==> config.mk <==
export PLATFORM = sky130hd
export DESIGN_NAME = tpc_pwm_top
export DESIGN_NICKNAME = d
export VERILOG_FILES = /design/src/rtl/tpc_pkg.sv /design/src/rtl/tpc_chop_if.sv /design/src/rtl/tpc_chopper.sv /design/src/rtl/tpc_pwm_top.sv
export SDC_FILE = /design/constraint.sdc
export NUM_CORES = 1
export LEC_CHECK = 0
export ABC_CLOCK_PERIOD_IN_PS = 3600
export BUFFER_PORTS_ARGS = -buffer_cell sky130_fd_sc_hd__clkbuf_2
export CAP_MARGIN = 20
export CORE_UTILIZATION = 43
export CTS_BUF_LIST = sky130_fd_sc_hd__clkbuf_4 sky130_fd_sc_hd__clkbuf_8 sky130_fd_sc_hd__clkbuf_16
export DETAILED_ROUTE_END_ITERATION = 8
export PLACE_DENSITY = 0.73
export SYNTH_ARGS = -nofsm -noshare
export SYNTH_HDL_FRONTEND = slang
export SYNTH_SLANG_ARGS = --single-unit
export TNS_END_PERCENT = 100
==> constraint.sdc <==
create_clock -name aclk -period 3.6 [get_ports aclk]
set_input_delay 0.36 -clock aclk [delete_from_list [all_inputs] [get_ports aclk]]
set_output_delay 0.36 -clock aclk [all_outputs]
set_load 0.05 [all_outputs]
==> src/rtl/tpc_pkg.sv <==
package tpc_pkg;

  // ==========================================================
  // Register map (byte addresses, one word each)
  localparam logic [5:0] ADDR_PWM_CTRL = 6'h00;
  localparam logic [5:0] ADDR_CHOP_CFG = 6'h04;
  localparam logic [5:0] ADDR_DT_CFG   = 6'h08;
  localparam logic [5:0] ADDR_PH_ASSGN = 6'h0C;
  localparam logic [5:0] ADDR_CARRIER  = 6'h10;
  localparam logic [5:0] ADDR_CMP_U    = 6'h14;
  localparam logic [5:0] ADDR_CMP_V    = 6'h18;
  localparam logic [5:0] ADDR_CMP_W    = 6'h1C;
  localparam logic [5:0] ADDR_REPEAT   = 6'h20;
  localparam logic [5:0] ADDR_STATUS   = 6'h24;

  // ==========================================================
  // Field positions
  localparam int PCR_PSC_LSB  = 0;
  localparam int PCR_CMS_BIT  = 3;
  localparam int PCR_PMS_BIT  = 4;
  localparam int CHOP_SEL_LSB = 0;
  localparam int CHOP_FRQ_LSB = 2;
  localparam int DT_EN_BIT    = 0;
  localparam int DT_PCN_BIT   = 1;
  localparam int BYTE_OVF_BIT = 8;

  // ==========================================================
  // Reset values
  localparam logic [4:0]  PCR_RST     = 5'h00;
  localparam logic [4:0]  CHOP_RST    = 5'h00;
  localparam logic [1:0]  DT_RST      = 2'h3;
  localparam logic [5:0]  PAR_RST     = 6'h00;
  localparam logic [11:0] CARRIER_RST = 12'h00FF;
  localparam logic [12:0] CMP_RST     = 13'h0000;
  localparam logic [12:0] CMP_FULL    = 13'h1FFF;
  localparam logic [7:0]  REP_RST     = 8'h00;

  localparam logic [1:0] RESP_OKAY   = 2'h0;
  localparam logic [1:0] RESP_SLVERR = 2'h2;

  // ==========================================================
  // Chopper: half periods in peripheral clocks, 16 MHz reference
  typedef logic [6:0] tpc_half_t;
  localparam tpc_half_t CHOP_HALF [8] = '{7'h50, 7'h28, 7'h14, 7'h10,
                                          7'h0A, 7'h08, 7'h06, 7'h04};

  typedef enum logic [1:0] {
    CHOP_OFF,
    CHOP_LOW,
    CHOP_HIGH,
    CHOP_BOTH
  } tpc_chop_sel_t;

endpackage

==> src/rtl/tpc_chop_if.sv <==
interface tpc_chop_if;
  logic [2:0] freq_sel;
  logic       wave;

  modport gen  (input freq_sel, output wave);
  modport user (output freq_sel, input wave);
endinterface

==> src/rtl/tpc_chopper.sv <==
module tpc_chopper (
  input  wire logic aclk,
  input  wire logic aresetn,
  tpc_chop_if.gen   cif
);
  import tpc_pkg::*;

  typedef struct packed {
    tpc_half_t cnt;
    logic      wave;
  } tpc_chop_state_t;

  tpc_chop_state_t st_q;
  tpc_chop_state_t st_d;

  // ==========================================================
  // Square wave, ~50% duty, period scales with aclk
  always_comb begin
    st_d = st_q;
    if (st_q.cnt >= CHOP_HALF[cif.freq_sel] - 7'h01) begin
      st_d.cnt  = '0;
      st_d.wave = ~st_q.wave;
    end else begin
      st_d.cnt = st_q.cnt + 7'h01;
    end
  end

  always_ff @(posedge aclk) begin
    if (!aresetn) begin
      st_q <= '0;
    end else begin
      st_q <= st_d;
    end
  end

  assign cif.wave = st_q.wave;

endmodule

==> src/rtl/tpc_pwm_top.sv <==
// Functional notes
// - Two-bit chopper select: off, low channels, high channels, or both.
// - Three-bit frequency select picks one of eight chopper carriers.
// - Single-signal, no deadtime: phase assignment decides high or low channels.
// - Single-signal with deadtime: fixed pairs, even high, odd low.
// - Three independent phase signals share one carrier period.
// - Three-signal bit clear routes only phase U; set routes all three.
// - Free-running 12-bit counter and three 13-bit phase compares.
// - 12-bit carrier compare sets the counter top.
// - Compares load from preload copies only at update events.
// - Prescaler divides the clock by 1 to 8.
// - New prescaler value applies only after the next update event.
// - Alignment bit one selects center-aligned, zero edge-aligned.
// - Center mode counts up to carrier, down to zero, repeats.
// - Center mode: low at up-count match, high at down-count match.
// - Edge mode counts up to carrier, then clears to zero.
// - Edge mode: low at up-count match, high when counter clears.
// - Compare above carrier holds one; compare zero holds zero.
// - Counter zero-extended to 13 bits against 13-bit compares.
// - Byte mode gives full 8-bit range with single compare write.
// - Transfer happens only when repetition down-counter has reached zero.
module tpc_pwm_top (
  input  wire logic        aclk,
  input  wire logic        aresetn,
  input  wire logic [5:0]  awaddr,
  input  wire logic        awvalid,
  output logic             awready,
  input  wire logic [31:0] wdata,
  input  wire logic [3:0]  wstrb,
  input  wire logic        wvalid,
  output logic             wready,
  output logic [1:0]       bresp,
  output logic             bvalid,
  input  wire logic        bready,
  input  wire logic [5:0]  araddr,
  input  wire logic        arvalid,
  output logic             arready,
  output logic [31:0]      rdata,
  output logic [1:0]       rresp,
  output logic             rvalid,
  input  wire logic        rready,
  output logic [5:0]       motor_out,
  output logic             input_stage_pwm,
  output logic             update_event
);
  import tpc_pkg::*;

  // ==========================================================
  // State
  typedef struct packed {
    logic             aw_rdy;
    logic             aw_hold;
    logic [5:0]       aw_addr;
    logic             w_rdy;
    logic             w_hold;
    logic [31:0]      w_data;
    logic [3:0]       w_strb;
    logic             bvalid;
    logic [1:0]       bresp;
    logic             ar_rdy;
    logic             rvalid;
    logic [31:0]      rdata;
    logic [1:0]       rresp;
    logic [4:0]       pcr_pre;
    logic [4:0]       pcr_act;
    logic [4:0]       chop;
    logic [1:0]       dtc;
    logic [5:0]       par;
    logic [11:0]      car_pre;
    logic [11:0]      car_act;
    logic [2:0][12:0] cmp_pre;
    logic [2:0][12:0] cmp_act;
    logic [7:0]       rep_pre;
    logic [7:0]       rep_cnt;
    logic [2:0]       psc_cnt;
    logic [11:0]      cnt;
    logic             down;
    logic [2:0]       ph;
    logic [5:0]       mout;
    logic             in_u;
    logic             upd;
  } tpc_state_t;

  tpc_state_t st_q;
  tpc_state_t st_d;

  logic [2:0] ph_nx;
  logic [5:0] mout_nx;

  tpc_chop_if chop_if ();

  assign chop_if.freq_sel = st_q.chop[CHOP_FRQ_LSB +: 3];

  tpc_chopper u_chopper (
    .aclk    (aclk),
    .aresetn (aresetn),
    .cif     (chop_if)
  );

  // ==========================================================
  // Register read view (preload copies read back)
  function automatic logic [32:0] reg_read(
    input logic [5:0] addr,
    input tpc_state_t s
  );
    logic [32:0] r;
    r = {1'b1, 32'h0000_0000};
    unique case (addr)
      ADDR_PWM_CTRL: r[4:0] = s.pcr_pre;
      ADDR_CHOP_CFG: r[4:0] = s.chop;
      ADDR_DT_CFG:   r[1:0] = s.dtc;
      ADDR_PH_ASSGN: r[5:0] = s.par;
      ADDR_CARRIER:  r[11:0] = s.car_pre;
      ADDR_CMP_U:    r[12:0] = s.cmp_pre[0];
      ADDR_CMP_V:    r[12:0] = s.cmp_pre[1];
      ADDR_CMP_W:    r[12:0] = s.cmp_pre[2];
      ADDR_REPEAT:   r[7:0] = s.rep_pre;
      ADDR_STATUS:   r[12:0] = {s.down, s.cnt};
      default:       r[32] = 1'b0;
    endcase
    return r;
  endfunction

  function automatic logic [31:0] wmerge(
    input logic [31:0] old,
    input logic [31:0] data,
    input logic [3:0]  strb
  );
    logic [31:0] r;
    r = old;
    for (int b = 0; b < 4; b++) begin
      if (strb[b]) begin
        r[8*b +: 8] = data[8*b +: 8];
      end
    end
    return r;
  endfunction

  // Byte mode: low byte is the compare, bit 8 forces full duty
  function automatic logic [12:0] cmp_val(
    input logic [31:0] v,
    input logic        byte_mode
  );
    logic [12:0] r;
    r = v[12:0];
    if (byte_mode) begin
      r = v[BYTE_OVF_BIT] ? CMP_FULL : {5'h00, v[7:0]};
    end
    return r;
  endfunction

  // ==========================================================
  // Phase compare, one per phase
  for (genvar i = 0; i < 3; i++) begin : g_phase
    logic [12:0] ext;
    assign ext = {1'b0, st_q.cnt};
    // Compare above carrier never matches, so the level holds
    assign ph_nx[i] = st_q.down ? (ext <= st_q.cmp_act[i])
                                : (ext < st_q.cmp_act[i]);
  end

  // ==========================================================
  // Channel routing and chopping, one per output
  for (genvar c = 0; c < 6; c++) begin : g_chan
    logic paired;
    logic src;
    logic base;
    logic high;
    logic chop_on;
    assign paired = st_q.dtc[DT_PCN_BIT] | st_q.dtc[DT_EN_BIT];
    assign src    = st_q.dtc[DT_PCN_BIT] ? st_q.ph[c/2] : st_q.ph[0];
    // Low member is the complement; deadtime is added downstream
    assign base   = (paired && (c % 2 == 1)) ? ~src : src;
    assign high   = paired ? (c % 2 == 0) : st_q.par[c];
    assign chop_on = high ? st_q.chop[CHOP_SEL_LSB + 1]
                          : st_q.chop[CHOP_SEL_LSB];
    assign mout_nx[c] = chop_on ? (base & chop_if.wave) : base;
  end

  // ==========================================================
  // Next state
  always_comb begin
    logic        do_wr;
    logic [32:0] rd;
    logic [31:0] nv;
    logic        tick;
    logic        evt;
    logic        bm;
    do_wr = 1'b0;
    rd    = '0;
    nv    = '0;
    tick  = 1'b0;
    evt   = 1'b0;
    bm    = st_q.pcr_act[PCR_PMS_BIT];
    st_d  = st_q;

    // Write channel: address and data taken in either order
    if (awvalid && st_q.aw_rdy) begin
      st_d.aw_hold = 1'b1;
      st_d.aw_addr = awaddr;
    end
    if (wvalid && st_q.w_rdy) begin
      st_d.w_hold = 1'b1;
      st_d.w_data = wdata;
      st_d.w_strb = wstrb;
    end
    if (st_q.bvalid && bready) begin
      st_d.bvalid = 1'b0;
    end
    do_wr = st_q.aw_hold && st_q.w_hold && !st_q.bvalid;
    if (do_wr) begin
      rd = reg_read(st_q.aw_addr, st_q);
      nv = wmerge(rd[31:0], st_q.w_data, st_q.w_strb);
      st_d.aw_hold = 1'b0;
      st_d.w_hold  = 1'b0;
      st_d.bvalid  = 1'b1;
      st_d.bresp   = rd[32] ? RESP_OKAY : RESP_SLVERR;
      unique case (st_q.aw_addr)
        ADDR_PWM_CTRL: st_d.pcr_pre = nv[4:0];
        ADDR_CHOP_CFG: st_d.chop = nv[4:0];
        ADDR_DT_CFG:   st_d.dtc = nv[1:0];
        ADDR_PH_ASSGN: st_d.par = nv[5:0];
        ADDR_CARRIER:  begin
          st_d.car_pre = bm ? {4'h0, nv[7:0]} : nv[11:0];
        end
        ADDR_CMP_U:    st_d.cmp_pre[0] = cmp_val(nv, bm);
        ADDR_CMP_V:    st_d.cmp_pre[1] = cmp_val(nv, bm);
        ADDR_CMP_W:    st_d.cmp_pre[2] = cmp_val(nv, bm);
        ADDR_REPEAT:   st_d.rep_pre = nv[7:0];
        default:       st_d.bresp = RESP_SLVERR;
      endcase
    end
    st_d.aw_rdy = !st_d.aw_hold;
    st_d.w_rdy  = !st_d.w_hold;

    // Read channel
    if (st_q.rvalid && rready) begin
      st_d.rvalid = 1'b0;
    end
    if (arvalid && st_q.ar_rdy) begin
      rd = reg_read(araddr, st_q);
      st_d.rvalid = 1'b1;
      st_d.rdata  = rd[31:0];
      st_d.rresp  = rd[32] ? RESP_OKAY : RESP_SLVERR;
    end
    st_d.ar_rdy = !st_d.rvalid;

    // Prescaler
    tick = (st_q.psc_cnt >= st_q.pcr_act[PCR_PSC_LSB +: 3]);
    st_d.psc_cnt = tick ? 3'h0 : st_q.psc_cnt + 3'h1;

    // Counter
    if (tick) begin
      if (!st_q.pcr_act[PCR_CMS_BIT]) begin
        st_d.down = 1'b0;
        if (st_q.cnt >= st_q.car_act) begin
          st_d.cnt = 12'h000;
          evt = 1'b1;
        end else begin
          st_d.cnt = st_q.cnt + 12'h001;
        end
      end else if (!st_q.down) begin
        if (st_q.cnt >= st_q.car_act) begin
          st_d.down = 1'b1;
          st_d.cnt  = st_q.cnt - 12'h001;
          evt = 1'b1;
        end else begin
          st_d.cnt = st_q.cnt + 12'h001;
        end
      end else begin
        if (st_q.cnt <= 12'h001) begin
          st_d.down = 1'b0;
          st_d.cnt  = 12'h000;
          evt = 1'b1;
        end else begin
          st_d.cnt = st_q.cnt - 12'h001;
        end
      end
    end

    // Update event with repetition
    st_d.upd = 1'b0;
    if (evt) begin
      if (st_q.rep_cnt == 8'h00) begin
        st_d.rep_cnt = st_q.rep_pre;
        st_d.car_act = st_q.car_pre;
        st_d.cmp_act = st_q.cmp_pre;
        st_d.pcr_act = st_q.pcr_pre;
        st_d.upd     = 1'b1;
      end else begin
        st_d.rep_cnt = st_q.rep_cnt - 8'h01;
      end
    end

    // Outputs
    st_d.ph   = ph_nx;
    st_d.mout = mout_nx;
    st_d.in_u = st_q.ph[0];
  end

  // ==========================================================
  // Registers
  always_ff @(posedge aclk) begin
    if (!aresetn) begin
      st_q         <= '0;
      st_q.aw_rdy  <= 1'b1;
      st_q.w_rdy   <= 1'b1;
      st_q.ar_rdy  <= 1'b1;
      st_q.pcr_pre <= PCR_RST;
      st_q.pcr_act <= PCR_RST;
      st_q.chop    <= CHOP_RST;
      st_q.dtc     <= DT_RST;
      st_q.par     <= PAR_RST;
      st_q.car_pre <= CARRIER_RST;
      st_q.car_act <= CARRIER_RST;
      st_q.cmp_pre <= {3{CMP_RST}};
      st_q.cmp_act <= {3{CMP_RST}};
      st_q.rep_pre <= REP_RST;
      st_q.rep_cnt <= REP_RST;
    end else begin
      st_q <= st_d;
    end
  end

  // ==========================================================
  // Port drive
  assign awready         = st_q.aw_rdy;
  assign wready          = st_q.w_rdy;
  assign bvalid          = st_q.bvalid;
  assign bresp           = st_q.bresp;
  assign arready         = st_q.ar_rdy;
  assign rvalid          = st_q.rvalid;
  assign rdata           = st_q.rdata;
  assign rresp           = st_q.rresp;
  assign motor_out       = st_q.mout;
  assign input_stage_pwm = st_q.in_u;
  assign update_event    = st_q.upd;

endmodule

==> results of run 1 <==
==> layer usage <==
metal | global-route usage | part of all wire | up-vias
met5 | 0 | 0 | -
met4 | 0.09988 | 0.038 | 0
met3 | 0.03988 | 0.10 | 91
met2 | 0.3776 | 0.44 | 542
met1 | 0.3248 | 0.42 | 5146
li1 | - | - | 5223
==> how the worst min path moves through the flow <==
stage                         from            to  slack [ns]
after floorplan           st_q[10]  motor_out[5]        0.42
after global placement    st_q[24]      st_q[24]        0.43
after detailed placement  st_q[24]      st_q[24]        0.44
after CTS                 wdata[7]     st_q[218]        0.03
after global routing      wstrb[1]     st_q[208]        0.05
final                     wdata[2]     st_q[213]        0.04
==> report_power, final <==
| part | switching [W] | total, W | internal [W] |
|---|---|---|---|
| registers | 0.0000489 | 0.00252 | 0.00247 |
| logic | 0.000388 | 0.000578 | 0.000189 |
| clock network | 0.00106 | 0.00270 | 0.00164 |
==> per-stage QoR <==
stage | util | hold slack (ns) | power (W)
after floorplan | - | 0.4171 | 0.003011
after global placement | 0.4526 | 0.4293 | 0.003131
after detailed placement | 0.4526 | 0.4350 | 0.003140
after CTS | 0.4845 | 0.02811 | 0.005819
after global routing | 0.4845 | 0.04940 | 0.005979
final | 0.4845 | 0.04480 | 0.005798
==> state kept, by name, summed over array words and instances, names as in the netlist <==
| register | cells |
|---|---|
| wready | 1 |
| g_phase.ext | 12 |
| awready | 1 |
| bresp | 1 |
| st_q | 167 |
| chop_if.freq_sel | 3 |
| u_chopper.cif.wave | 1 |
| arready | 1 |
| bvalid | 1 |
| update_event | 1 |
| input_stage_pwm | 1 |
| motor_out | 6 |
| rresp | 1 |
| u_chopper.st_q | 7 |
| g_chan.base | 1 |
| rvalid | 1 |
| rdata | 13 |
==> worst max-delay path: cells and delay by family (launching register included) <==
kind	cells	cell delay (ns)
AOI/OAI and AO/OA	3	0.93
adders and majority gates	1	0.30
buffers and inverters	1	0.05
DFF	1	0.32
and+or+nand+nor	4	1.48
==> cell usage after synthesis (all sizes together) (17+ instances only) <==
master / n
o211ai: 19
nor2: 79
dfxtp: 219
ha: 65
nand3: 44
clkbuf: 75
a21boi: 77
o21ai: 104
buf: 64
inv: 70
a221oi: 17
nor2b: 24
a21oi: 89
and2: 37
nand2: 241
nor3: 19
==> logic make-up after synthesis <==
group / synth area share
AO/OA/AOI/OAI: 0.2323
XOR/XNOR: 0.01158
adder cells (fa/ha/maj): 0.06721
buffers and inverters: 0.08365
flip-flops: 0.3623
multiplexers: 0.03505
other: 0.0003099
AND/OR/NAND/NOR: 0.2075
==> final cells by class <==
| type | count | share of cell area |
|---|---|---|
| clock buffers | 34 | 0.05397 |
| clock inverters | 12 | 0.01193 |
| inverters | 70 | 0.01957 |
| multi-input cells | 1079 | 0.5050 |
| flip-flops and latches | 219 | 0.3266 |
| well taps | 378 | 0.03523 |
| repair buffers | 102 | 0.04772 |
==> flow_summary.json, run 1 <==
{
  "synth_top_area_share": 0.3623,
  "first_iter_violations": 1239,
  "clockBufferDepth": 3,
  "crit-reg2reg-capture": "st_q[125]",
  "routed_wl_um": 34720,
  "r2r_slack_ns": 0.42,
  "cts.sinks": 219,
  "synth_cell_types": 77,
  "arrival_ns": 3.63,
  "syn_area_per_cell_um2": 8.137,
  "firstDrtPassIters": 8,
  "finalCritPeriodShare": 0.8845,
  "fmax_mhz": 314.0,
  "startpoint_type": "flip-flop",
  "path_cells": "inv_1 > ha_1 > nand4_1 > or3_1 > o32a_1 > a211o_1 > nor2_8 > nand2_1 > o211ai_1",
  "final_common_cell": "nand2_1",
  "fin_skew_ns": 0.01934,
  "finalNetCount": 1617,
  "pwr_density_cell_nw_per_um2": 431.9,
  "final_antenna_net_count": 0,
  "cts-root-buf": "clkbuf_16",
  "timing.final.ws_setup_ns": 0.4157,
  "grt_pass1_vias": 10220,
  "async_flop_share": 0,
  "dieWidth_um": 169.8,
  "hold_viol": 0,
  "reg2reg_from": "st_q[130]",
  "hold_path_depth": 3,
  "vias": 11000,
  "r2r_cells": 9,
  "gp_congestion": 0.9559,
  "worstSetupPathType": "flip-flop to flip-flop",
  "htreeDepth": 1,
  "tns_ns": 0,
  "postPlaceCellArea_um2": 12540,
  "outcome": "finished, final reports clean",
  "cts_buffers": 25,
  "grt_max_degree": 157,
  "synth-seq-area-share": 0.3623,
  "die_y_um": 169.8,
  "slew_violations": 0,
  "cts_resized": 0,
  "fillCellCount": 2634,
  "dpl.cell_count": 1848,
  "tightest_slew_ns": 0.9153,
  "crit_end": "st_q[125]",
  "antenna_found_initial": 0,
  "dp_hpwl_um": 24500,
  "hold_path.class": "primary input to flip-flop",
  "max_stage_delay_ns": 0.70,
  "finalSetupViolations": 0,
  "pre_cts_ws_ns": 0.4607,
  "antenna_cells": 0,
  "die_area_um2": 28820,
  "port_buffers": 61,
  "cts_tree": "built",
  "grt_pass1_wl_um": 54360,
  "routedWlPerCell_um": 18.33,
  "cap_viol_max_count": 0,
  "min_period_ns": 3.184,
  "crit_required_ns": 4.05,
  "syn_area_um2": 12100,
  "ir_drop_mv": 0.3003,
  "clk_latency_ns": 0.55,
  "seq_area_um2": 4384,
  "instances_no_fill": 1894,
  "yosys-top-cells-area": "dfxtp_1, nand2_1, ha_1",
  "rsz0062_at_grt": "false",
  "cp_max_fo": 63,
  "finalInstanceArea_um2": 13420,
  "grt-ovfl-total": 0,
  "yosysWarningCount": 0,
  "startpoint": "st_q[130]",
  "viasPerCell": 5.809,
  "cpMaxStageDelayCell": "nor2_8",
  "synth_top_cell_by_area": "dfxtp_1",
  "multiInputGateArea_um2": 6779,
  "grt.total_usage": 0.2401,
  "rows": 61,
  "drive_above_1_share": 0.1207,
  "synth-main-ff-cell": "dfxtp_1",
  "post-cts-setup-buffers": 0,
  "syn_inst": 1487,
  "area_growth_pct": 10.94,
  "start_util": 0.4368,
  "layout_common_cells": "nand2_1, dfxtp_1, o21ai_0",
  "p_leak_nw": 5.194,
  "io_pins": 104,
  "path_clk_slew_ns": 0.06,
  "critPathCaptureType": "flip-flop",
  "cts_hold_buf": 0,
  "timing.slew.headroom": 0.3898,
  "core_region_area_um2": 27710,
  "synth-edff-count": 0,
  "drc": 0,
  "ys_seq_elements": 219
}
(Power assumes the default switching activity.)
==> run 2, diff against run 1 <==
Settings changed: REMOVE_ABC_BUFFERS set to 1, SYNTH_HIERARCHICAL set to 1.
==> flow_summary.json, run 2 <==
{
  "hold_viol": 0,
  "die_y_um": 169.4,
  "gp_congestion": 0.8920,
  "cap_viol_max_count": 0,
  "viasPerCell": 5.820,
  "die_area_um2": 28700,
  "grt_max_degree": 85,
  "syn_area_per_cell_um2": 8.528,
  "clk_latency_ns": 0.54,
  "fmax_mhz": 304.2,
  "worstSetupPathType": "flip-flop to flip-flop",
  "cts_hold_buf": 0,
  "tightest_slew_ns": 0.9634,
  "dieWidth_um": 169.4,
  "grt_pass1_vias": 10130,
  "yosysMostFrequentCell": "dfxtp_1",
  "r2r_cells": 8,
  "finalNetCount": 1557,
  "layout.core_utilization": 0.4966,
  "first_iter_violations": 1076,
  "synth_top_area_share": 0.3638,
  "layout_common_cells": "dfxtp_1, nor2_1, nand2_1",
  "pwr_density_cell_nw_per_um2": 445.3,
  "path_clk_slew_ns": 0.06,
  "routed_wl_um": 33860,
  "start_util": 0.4422,
  "finalCritPeriodShare": 0.9131,
  "synth_cell_types": 76,
  "synth_top_cell_by_area": "dfxtp_1",
  "antenna_cells": 0,
  "area_growth_pct": 12.31,
  "cts_buffers": 25,
  "syn_inst": 1413,
  "clockBufferDepth": 3,
  "core_region_area_um2": 27250,
  "dpl.cell_count": 1783,
  "grt_pass1_wl_um": 53320,
  "synth-seq-area-share": 0.3638,
  "antenna_found_initial": 0,
  "io_pins": 104,
  "critPathCaptureType": "flip-flop",
  "firstDrtPassIters": 6,
  "cts.sinks": 219,
  "yosys-top-cells-area": "dfxtp_1, ha_1, mux2i_1",
  "startpoint_type": "flip-flop",
  "tns_ns": 0,
  "outcome": "finished, final reports clean",
  "rsz0062_at_grt": "false",
  "arrival_ns": 3.71,
  "syn_area_um2": 12050,
  "async_flop_share": 0,
  "slew_violations": 0,
  "post-cts-setup-buffers": 0,
  "largest_reg_flops": 167,
  "drive_above_1_share": 0.1421,
  "top_register": "st_q",
  "cp_max_fo": 15,
  "grt-ovfl-total": 0,
  "ys_top_cells_by_count": "dfxtp_1, nor2_1, nand2_1",
  "grt.total_usage": 0.2344,
  "vias": 10640,
  "finalInstanceArea_um2": 13530,
  "dp_hpwl_um": 23680,
  "cts-root-buf": "clkbuf_16",
  "timing.slew.headroom": 0.3577,
  "rows": 60,
  "htreeDepth": 1,
  "synth-edff-count": 0,
  "final_common_cell": "dfxtp_1",
  "instances_no_fill": 1829,
  "postPlaceCellArea_um2": 12580,
  "finalSetupViolations": 0,
  "p_leak_nw": 5.612,
  "fillCellCount": 2544,
  "cts_tree": "built",
  "ir_drop_mv": 0.3191,
  "min_period_ns": 3.287,
  "crit_required_ns": 4.02,
  "fin_skew_ns": 0.01496,
  "port_buffers": 61,
  "ys_seq_elements": 219,
  "hold_path.class": "primary input to flip-flop",
  "synth-main-ff-cell": "dfxtp_1",
  "cts_resized": 0,
  "drc": 0,
  "yosysWarningCount": 6,
  "final_antenna_net_count": 0,
  "routedWlPerCell_um": 18.52,
  "hold_path_depth": 3
}
[run 2: per-layer routing]
layer | vias to the layer above | routed length (µm) | global-route usage
met4 | 0 | 1581 | 0.1195
met5 | - | 0 | 0
li1 | 5023 | - | -
met1 | 5033 | 14260 | 0.3053
met2 | 483 | 15380 | 0.3747
met3 | 105 | 2648 | 0.03848
[run 2: per-stage QoR]
step                hold WS [ns]  setup WS [ns]  total power, W
finish                   0.04338         0.3128        0.006027
global route             0.04116         0.1893        0.006206
CTS                      0.03502         0.3668        0.006053
detailed placement        0.4404         0.4007        0.003180
global placement          0.4321         0.4973        0.003170
floorplan                 0.4161        -0.8846        0.002968
[run 2: power breakdown]
part           switching (W)  internal, W  total, W
clock                0.00107      0.00182   0.00289
combinational       0.000416     0.000196  0.000612
sequential         0.0000504      0.00247   0.00252
total                0.00154      0.00449   0.00603
[run 2: final timing paths]
path	from	endpoint	slack, ns
worst max-delay path	g_phase[0].ext[11]	st_q[33]	0.31
worst min-delay path	wdata[5]	st_q[216]	0.04
worst max register to register	g_phase[0].ext[11]	st_q[33]	0.31
worst min register to register	st_q[10]	motor_out[5]	0.45
[run 2: cell families after synthesis]
family                     synth area share
adders and majority gates           0.06645
xor gates and xnor gates           0.008722
muxes                                0.1161
other                             0.0003112
and+or+nand+nor                      0.1921
AOI/OAI and AO/OA                    0.1727
DFF                                  0.3638
buffers and inverters               0.07985
[run 2: critical path: stages (launching register included)]
cell	delay [ns]
dfxtp_1	0.43
ha_1	0.42
nand4_1	0.17
nor4_1	0.39
nand2_1	0.17
a21oi_1	0.57
o21ai_1	0.48
o31a_1	0.40
o21a_1	0.16
[run 2: area by class of cell]
| class | instances | area [µm²] | share of cell area |
|---|---|---|---|
| clock inverter | 15 | 249.0 | 0.01840 |
| multi-input combinational | 1018 | 6794 | 0.5020 |
| timing repair buffer | 106 | 680.7 | 0.05029 |
| sequential | 219 | 4385 | 0.3240 |
| inverter | 68 | 257.7 | 0.01904 |
| clock buffer | 31 | 701.9 | 0.05186 |
| tap | 372 | 465.4 | 0.03439 |
